$ cat src/rtl/iep_regs.vh
// Purpose: Register map, field positions and reset values of the interrupt enable block.
// Assumes: APB with 32-bit data; printed offsets are register indexes, byte address is 4x.
// Notes: Included by the top module only; its two helpers do not use it.
// Notes on behaviour
// Two enable bits give disabled or levels 1-3.
// High register bits: timer, uart rx/tx, port C.
// Low register uses the same bit mapping.
// Software writes zero to reserved bits.
// Polarity 0 falling edge, 1 rising edge.
// Select bit 7 picks pin 7 or voltage detector.
// Select bit 6 picks pin 6 or comparator 0.
// Select bit 5 picks pin 5 or comparator 1.
// Select bits 4-1 pick port A or D pin.
// Control bit 7 is master interrupt enable.
// Enable, return instruction or write 1 sets it.
// Disable, acknowledge, reset or write 0 clears it.
// Control bits 6-0 read zero, read-only.
// Requests pass only when enabled; highest level first.
// Config bits reset zero, software read/write.
`ifndef IEP_REGS_VH
`define IEP_REGS_VH
`define IEP_IDX_G2_HIGH     12'hFC7
`define IEP_IDX_G2_LOW      12'hFC8
`define IEP_IDX_EDGE        12'hFCD
`define IEP_IDX_SHARED      12'hFCE
`define IEP_IDX_CTRL        12'hFCF
`define IEP_IDX_EVT_STATUS  12'hFD0
`define IEP_IDX_EVT_MASK    12'hFD1
`define IEP_RESET_BYTE      8'h00
`define IEP_G2_USED_MASK    8'h7F
`define IEP_SHARED_USED_MASK 8'hFE
`define IEP_CTRL_ENABLE_BIT 7
`define IEP_EVT_BITS        3
`define IEP_EVT_SET         0
`define IEP_EVT_CLEAR       1
`define IEP_EVT_GRANT       2
`endif

$ cat src/rtl/iep_edge_detect.v
// Purpose: Per-pin edge detector with selectable polarity.
// Assumes: Pins are synchronous to clk.
// Notes: One-cycle pulse per selected edge.
`timescale 1ns/10ps
`default_nettype none
module iep_edge_detect #(
    parameter WIDTH = 8
) (
    input  wire             clk,        // System clock.
    input  wire             rst,        // Asynchronous reset, active high.
    input  wire [WIDTH-1:0] pin,        // Selected pin levels.
    input  wire [WIDTH-1:0] rising,     // 1 rising edge, 0 falling edge.
    output wire [WIDTH-1:0] edge_pulse  // Edge seen this cycle.
);
    reg [WIDTH-1:0] prev_q;

    always @(posedge clk or posedge rst) begin
        if (rst) begin
            prev_q <= {WIDTH{1'b0}};
        end else begin
            prev_q <= pin;
        end
    end

    assign edge_pulse = (rising & pin & ~prev_q) | (~rising & ~pin & prev_q);
endmodule // iep_edge_detect
`default_nettype wire

$ cat src/rtl/iep_prio_select.v
// Purpose: Picks the highest-priority enabled pending request of group 2.
// Assumes: Ties at one level go to the higher bit index.
// Notes: Combinational.
`timescale 1ns/10ps
`default_nettype none
module iep_prio_select #(
    parameter N = 7
) (
    input  wire [N-1:0] pending,   // Latched requests.
    input  wire [N-1:0] en_high,   // High enable bits.
    input  wire [N-1:0] en_low,    // Low enable bits.
    input  wire         master_en, // Global enable.
    output reg          valid,     // A request is presented.
    output reg  [2:0]   index,     // Chosen source.
    output reg  [1:0]   level      // Its priority level.
);
    integer i;
    reg [1:0] code;

    always @* begin
        valid = 1'b0;
        index = 3'h0;
        level = 2'h0;
        code  = 2'h0;
        for (i = 0; i < N; i = i + 1) begin
            code = {en_high[i], en_low[i]};
            if (master_en && pending[i] && code != 2'h0 && code >= level) begin
                valid = 1'b1;
                index = i[2:0];
                level = code;
            end
        end
    end
endmodule // iep_prio_select
`default_nettype wire

$ cat src/rtl/iep_top.v
// Purpose: Group-2 priority enables, edge select, shared source select, master enable.
// Assumes: APB slave, zero wait states; core events are one-cycle pulses.
// Notes: Event status bits are cleared by reading the status register.
//
// Added by the designer: the APB slave port.
`timescale 1ns/10ps
`default_nettype none
`include "iep_regs.vh"
module iep_top #(
    parameter N_G2 = 7
) (
    input  wire             clk,          // System clock, 10 MHz.
    input  wire             rst,          // Asynchronous reset, active high.
    input  wire             psel,         // APB select.
    input  wire             penable,      // APB access phase.
    input  wire             pwrite,       // APB write.
    input  wire [15:0]      paddr,        // APB byte address.
    input  wire [31:0]      pwdata,       // APB write data.
    output wire             pready,       // APB ready.
    output reg  [31:0]      prdata,       // APB read data.
    output wire             pslverr,      // APB error on unmapped address.
    input  wire             ei_pulse,     // Enable-interrupts instruction executed.
    input  wire             interrupt_return_instruction_pulse,   // Interrupt-return instruction executed.
    input  wire             di_pulse,     // Disable-interrupts instruction executed.
    input  wire             ack_pulse,    // Core acknowledges a request.
    input  wire [N_G2-1:0]  g2_pending,   // Latched group-2 requests.
    input  wire [7:0]       port_a,       // Port A pins.
    input  wire [4:1]       port_d,       // Port D pins 1 to 4.
    input  wire             low_voltage,  // Low-voltage detector output.
    input  wire             comp0,        // Comparator 0 output.
    input  wire             comp1,        // Comparator 1 output.
    output reg  [7:0]       pin_request,  // Edge request per line, one cycle.
    output reg              req_valid,    // Group-2 request presented to core.
    output reg  [2:0]       req_index,    // Chosen group-2 source.
    output reg  [1:0]       req_level,    // Its priority level.
    output wire             global_interrupt_enable, // Master enable state.
    output wire             irq           // Event interrupt, level.
);
    reg  [7:0] prio_high_q;
    reg  [7:0] prio_low_q;
    reg  [7:0] edge_q;
    reg  [7:0] shared_q;
    reg        master_q;
    reg  [`IEP_EVT_BITS-1:0] evt_status_q;
    reg  [`IEP_EVT_BITS-1:0] evt_mask_q;
    reg  [`IEP_EVT_BITS-1:0] evt_d;
    reg  [7:0] line;
    reg  [31:0] rdata_d;
    reg        mapped;

    wire [11:0] idx = paddr[13:2];
    wire        acc = psel && penable;
    wire        wr  = acc && pwrite;
    wire        rd  = acc && !pwrite;
    wire [7:0]  wb  = pwdata[7:0];
    wire [7:0]  edge_pulse;
    wire        sel_valid;
    wire [2:0]  sel_index;
    wire [1:0]  sel_level;

    function hit;
        input [11:0] a;
        input [11:0] want;
        begin
            hit = (a == want);
        end
    endfunction

    assign pready  = 1'b1;
    assign pslverr = acc && !mapped;
    assign global_interrupt_enable = master_q;
    assign irq = |(evt_status_q & evt_mask_q);

    // Alternate sources are multiplexed onto the request lines.
    always @* begin
        line    = port_a;
        line[7] = shared_q[7] ? low_voltage : port_a[7];
        line[6] = shared_q[6] ? comp0 : port_a[6];
        line[5] = shared_q[5] ? comp1 : port_a[5];
        line[4] = shared_q[4] ? port_d[4] : port_a[4];
        line[3] = shared_q[3] ? port_d[3] : port_a[3];
        line[2] = shared_q[2] ? port_d[2] : port_a[2];
        line[1] = shared_q[1] ? port_d[1] : port_a[1];
    end

    iep_edge_detect #(
        .WIDTH (8)
    ) u_edge (
        .clk        (clk),
        .rst        (rst),
        .pin        (line),
        .rising     (edge_q),
        .edge_pulse (edge_pulse)
    );

    iep_prio_select #(
        .N (N_G2)
    ) u_prio (
        .pending   (g2_pending),
        .en_high   (prio_high_q[N_G2-1:0]),
        .en_low    (prio_low_q[N_G2-1:0]),
        .master_en (master_q),
        .valid     (sel_valid),
        .index     (sel_index),
        .level     (sel_level)
    );

    // Read decode.
    always @* begin
        mapped  = 1'b1;
        rdata_d = 32'h0000_0000;
        if (hit(idx, `IEP_IDX_G2_HIGH)) begin
            rdata_d[7:0] = prio_high_q;
        end else if (hit(idx, `IEP_IDX_G2_LOW)) begin
            rdata_d[7:0] = prio_low_q;
        end else if (hit(idx, `IEP_IDX_EDGE)) begin
            rdata_d[7:0] = edge_q;
        end else if (hit(idx, `IEP_IDX_SHARED)) begin
            rdata_d[7:0] = shared_q;
        end else if (hit(idx, `IEP_IDX_CTRL)) begin
            rdata_d[`IEP_CTRL_ENABLE_BIT] = master_q;
        end else if (hit(idx, `IEP_IDX_EVT_STATUS)) begin
            rdata_d[`IEP_EVT_BITS-1:0] = evt_status_q;
        end else if (hit(idx, `IEP_IDX_EVT_MASK)) begin
            rdata_d[`IEP_EVT_BITS-1:0] = evt_mask_q;
        end else begin
            mapped = 1'b0;
        end
    end

    // Events: set wins over the clear-on-read.
    always @* begin
        evt_d = evt_status_q;
        // Only the bits captured for this read in its setup cycle are cleared.
        // An event that lands on the setup edge is kept for the next read.
        if (rd && hit(idx, `IEP_IDX_EVT_STATUS)) begin
            evt_d = evt_status_q & ~prdata[`IEP_EVT_BITS-1:0];
        end
        if (ei_pulse || interrupt_return_instruction_pulse) begin
            evt_d[`IEP_EVT_SET] = 1'b1;
        end
        if (di_pulse) begin
            evt_d[`IEP_EVT_CLEAR] = 1'b1;
        end
        if (ack_pulse) begin
            evt_d[`IEP_EVT_GRANT] = 1'b1;
        end
    end

    // Configuration registers; reserved bits are held at zero.
    always @(posedge clk or posedge rst) begin
        if (rst) begin
            prio_high_q  <= `IEP_RESET_BYTE;
            prio_low_q   <= `IEP_RESET_BYTE;
            edge_q       <= `IEP_RESET_BYTE;
            shared_q     <= `IEP_RESET_BYTE;
            evt_mask_q   <= {`IEP_EVT_BITS{1'b0}};
        end else if (wr) begin
            if (hit(idx, `IEP_IDX_G2_HIGH)) begin
                prio_high_q <= wb & `IEP_G2_USED_MASK;
            end
            if (hit(idx, `IEP_IDX_G2_LOW)) begin
                prio_low_q <= wb & `IEP_G2_USED_MASK;
            end
            if (hit(idx, `IEP_IDX_EDGE)) begin
                edge_q <= wb;
            end
            if (hit(idx, `IEP_IDX_SHARED)) begin
                shared_q <= wb & `IEP_SHARED_USED_MASK;
            end
            if (hit(idx, `IEP_IDX_EVT_MASK)) begin
                evt_mask_q <= wb[`IEP_EVT_BITS-1:0];
            end
        end
    end

    // Master enable: clearing events take precedence over setting ones.
    always @(posedge clk or posedge rst) begin
        if (rst) begin
            master_q <= 1'b0;
        end else if (di_pulse || ack_pulse) begin
            master_q <= 1'b0;
        end else if (ei_pulse || interrupt_return_instruction_pulse) begin
            master_q <= 1'b1;
        end else if (wr && hit(idx, `IEP_IDX_CTRL)) begin
            master_q <= wb[`IEP_CTRL_ENABLE_BIT];
        end
    end

    always @(posedge clk or posedge rst) begin
        if (rst) begin
            evt_status_q <= {`IEP_EVT_BITS{1'b0}};
            prdata       <= 32'h0000_0000;
            pin_request  <= 8'h00;
            req_valid    <= 1'b0;
            req_index    <= 3'h0;
            req_level    <= 2'h0;
        end else begin
            evt_status_q <= evt_d;
            pin_request  <= edge_pulse;
            req_valid    <= sel_valid;
            req_index    <= sel_index;
            req_level    <= sel_level;
            if (psel && !penable && !pwrite) begin
                prdata <= rdata_d;
            end
        end
    end
endmodule // iep_top
`default_nettype wire

$ cat config.mk
export PLATFORM = sky130hd
export DESIGN_NAME = iep_top
export DESIGN_NICKNAME = d
export VERILOG_FILES = /design/src/rtl/iep_edge_detect.v /design/src/rtl/iep_prio_select.v /design/src/rtl/iep_top.v
export VERILOG_INCLUDE_DIRS = /design/src /design/src/rtl
export SDC_FILE = /design/constraint.sdc
export NUM_CORES = 1
export LEC_CHECK = 0
export ABC_CLOCK_PERIOD_IN_PS = 7000
export BUFFER_PORTS_ARGS = -buffer_cell sky130_fd_sc_hd__buf_2
export CORE_AREA = 3 3 95 97
export DETAILED_ROUTE_END_ITERATION = 16
export DIE_AREA = 0 0 98 100
export PLACE_DENSITY = 0.82
export SLEW_MARGIN = 20
export SYNTH_ARGS = -nofsm -noshare
export SYNTH_HDL_FRONTEND = slang
export SYNTH_SLANG_ARGS = --single-unit
$ cat constraint.sdc
create_clock -name clk -period 7 [get_ports clk]
set_input_delay 1.4 -clock clk [delete_from_list [all_inputs] [get_ports clk]]
set_output_delay 1.4 -clock clk [all_outputs]
set_load 0.005 [all_outputs]
==> out/qor.yml <==
status: "complete, but fails checks"
violations: "negative setup slack"
die_w_um: 98
cp-start-kind: "input pin"
syn-instance-count: 375
grt_max_degree: 67
synth_ff_type: "dfrtp_1"
async_reset_ff_frac: 1.00
fin_util: 0.564
worst_pin_slew_ns: 0.871
grt_pass1_wl_um: 14900
dr.pass1.iters: 5
vias: 3197
ys_top_cells_by_count: "dfrtp_1 (66), nand2_1 (42), nor2_1 (35)"
skew_ns: 0.00719
cts_buffer_depth: 2
post_drt_via_cell_ratio: 5.46
finalMaxSlewViolations: 0
final_hold_viol_count: 0
max_stage_delay_ns: 0.36
antenna_found_initial: 0
dieArea_sq_mm: 0.00980
final_cells: 585
antenna_cells: 0
drt_wl_total_um: 9030
powerDensity_mw_per_mm2: 175
placedCellCount: 559
synth_cell_types: 56
grt_overflow: 0
cp-end-kind: "flop"
start_util: 0.449
drive_above_1_share: 0.385
grt.total_usage: 0.189
fin_nets: 562
critPathRequiredTime_ns: 7.24
min_period_over_period: 1.08
cts.sink_count: 66
core_sq_mm: 0.00822
crit_top_cell: "nand2b_4"
worstSetupPathType: "input pin to flop"
ys_seq_area_frac: 0.448
hpwl_um: 6770
fill_cells: 712
synth.most_common_cell: "dfrtp_1"
critical_path_arrival_ns: 7.77
rows: 33
avgSynthCellArea_sq_um: 9.83
portBuffers: 75
clock-root-buffer: "clkbuf_8"
ant_nets: 0
synth-seq-cells: 66
postLayoutSetupSlackWorst_ns: -0.531
clk_pin_slew_ns: 0.07
place_congestion: 0.885
ys_top_cells_by_area: "dfrtp_1 (45%), mux2_2 (10%), buf_4 (5.1%)"
worst_hold_path_type: "flop to flop"
leakagePower_nw: 2.23
fmax_ghz: 0.133
clk_latency_ns: 0.35
period_minus_slack_ns: 7.53
yosysWarnings: 0
setup_viol: 6
grt_pass1_vias: 3171
yosys.area.top_type_share: 0.448
drt_iter0_drc: 186
r2r_cells: 34
crit_fanout: 5
post_drt_wl_per_cell_um: 15.4
slowest_stage: "a2111o_1"
slew_headroom: 0.418
regToRegSetupSlack_ns: 0.13
cts_tree: "yes"
rsz0062_at_grt: "true"
max-vdd-ir-drop_v: 0.000136
min_path_cells: 1
drc: 0
syn_to_final_growth_pct: 25.7
whs_ns: 0.465
synth_top_area_cell: "dfrtp_1"
synth-edff-count: 0
pin_count: 129
cts_buffers: 9
synth_area_sq_mm: 0.00369
drv_cap: 0
die-height_um: 100
h-tree-depth: 3
## sequential cells by signal, summed over array words and instances, names as in the netlist, 7 cells and up
name	cells
prio_low_q	7
pin_request	8
edge_q	8
shared_q	7
u_edge.prev_q	8
prdata	8
prio_high_q	7
## metrics by stage
| stage | power, mW | setup WS [ns] | TNS [ns] | cell area (sq um) |
|---|---|---|---|---|
| finish | 0.810 | -0.531 | -2.75 | 4630 |
| global route | 0.842 | -0.819 | -4.51 | 4630 |
| CTS | 0.815 | -0.526 | -2.62 | 4570 |
| detailed placement | 0.449 | -1.04 | -5.59 | 4290 |
| global placement | 0.447 | -0.828 | -4.42 | 4290 |
| floorplan | 0.432 | -0.678 | -3.38 | 3890 |
## cells in the final DEF (no fill, tap or decap), types with 3 or more instances in the layout
master and instances:
buf_2 74, dfrtp_1 66, nand2_1 42, nor2_1 33
mux2_2 32, buf_4 28, conb_1 25, inv_1 18
o21ai_0 17, nand3_1 10, clkbuf_8 10, o22ai_1 7
o31ai_1 7, a22oi_1 7, mux2i_1 7, nand4_1 6
nand2b_4 5, ha_1 5, nor3_1 4, a21oi_1 4
a22o_1 4, nor2_2 3, nor2b_1 3, a21o_1 3
inv_2 3, ha_4 3
## critical path: cells and delay by family
kind                     cells  cell delay [ns]
AO/OA/AOI/OAI               13             2.44
AND/OR/NAND/NOR             11             1.31
adder cells (fa/ha/maj)      8             2.14
buffers and inverters        2             0.14
multiplexers                 1             0.33
## cells by family (layout without fill, tap and decap cells)
group,after synthesis,in the layout,synth area share
compound gates,73,73,0.144
fa+ha+maj,10,10,0.0329
buf+inv,58,140,0.0876
flops,66,66,0.448
mux,40,40,0.120
other cells,2,25,0.00204
simple gates,126,126,0.166
## per-layer routing
layer  vias up  routed length (um)  track usage
met5         -                   0            0
li1       1484                   -            -
met3        28                 583       0.0466
met2       141                4490        0.323
met1      1544                3680        0.226
met4         0                 276       0.0905
## where the power goes
part / switching, mW / leakage (nW) / internal [mW]
logic: 0.0348 / 1.24 / 0.0199
clock network: 0.156 / 0.112 / 0.211
registers: 0.00241 / 0.873 / 0.386
total: 0.193 / 2.23 / 0.617
## cell type report
class / count / area [sq um] / share of cell area
Timing Repair Buffer: 103 / 596 / 0.129
Inverter: 21 / 78.8 / 0.0170
Multi-Input combinational cell: 274 / 1950 / 0.420
Sequential cell: 66 / 1650 / 0.357
Tap cell: 105 / 131 / 0.0284
Clock buffer: 10 / 138 / 0.0297
Clock inverter: 6 / 90.1 / 0.0194
## final timing paths
| check | startpoint | to |
|---|---|---|
| max | g2_pending[0] | req_level[0] |
| min | u_edge.prev_q[0] | pin_request[0] |
| max reg2reg | prio_high_q[0] | req_level[0] |
| min reg2reg | u_edge.prev_q[0] | pin_request[0] |
| max in group asynchronous | rst | pin_request[0] |
| min in group asynchronous | rst | u_edge.prev_q[2] |
## what timing repair did
item | CTS | global route
setup buffers | 5 | 5
cloned | 0 | 0
pin swaps | 18 | 12
gates resized for setup | 6 | 4
endpoints found under the setup margin | 6 | 6
hold buffers | 0 | 0
Power figures use the tool's default switching activity.
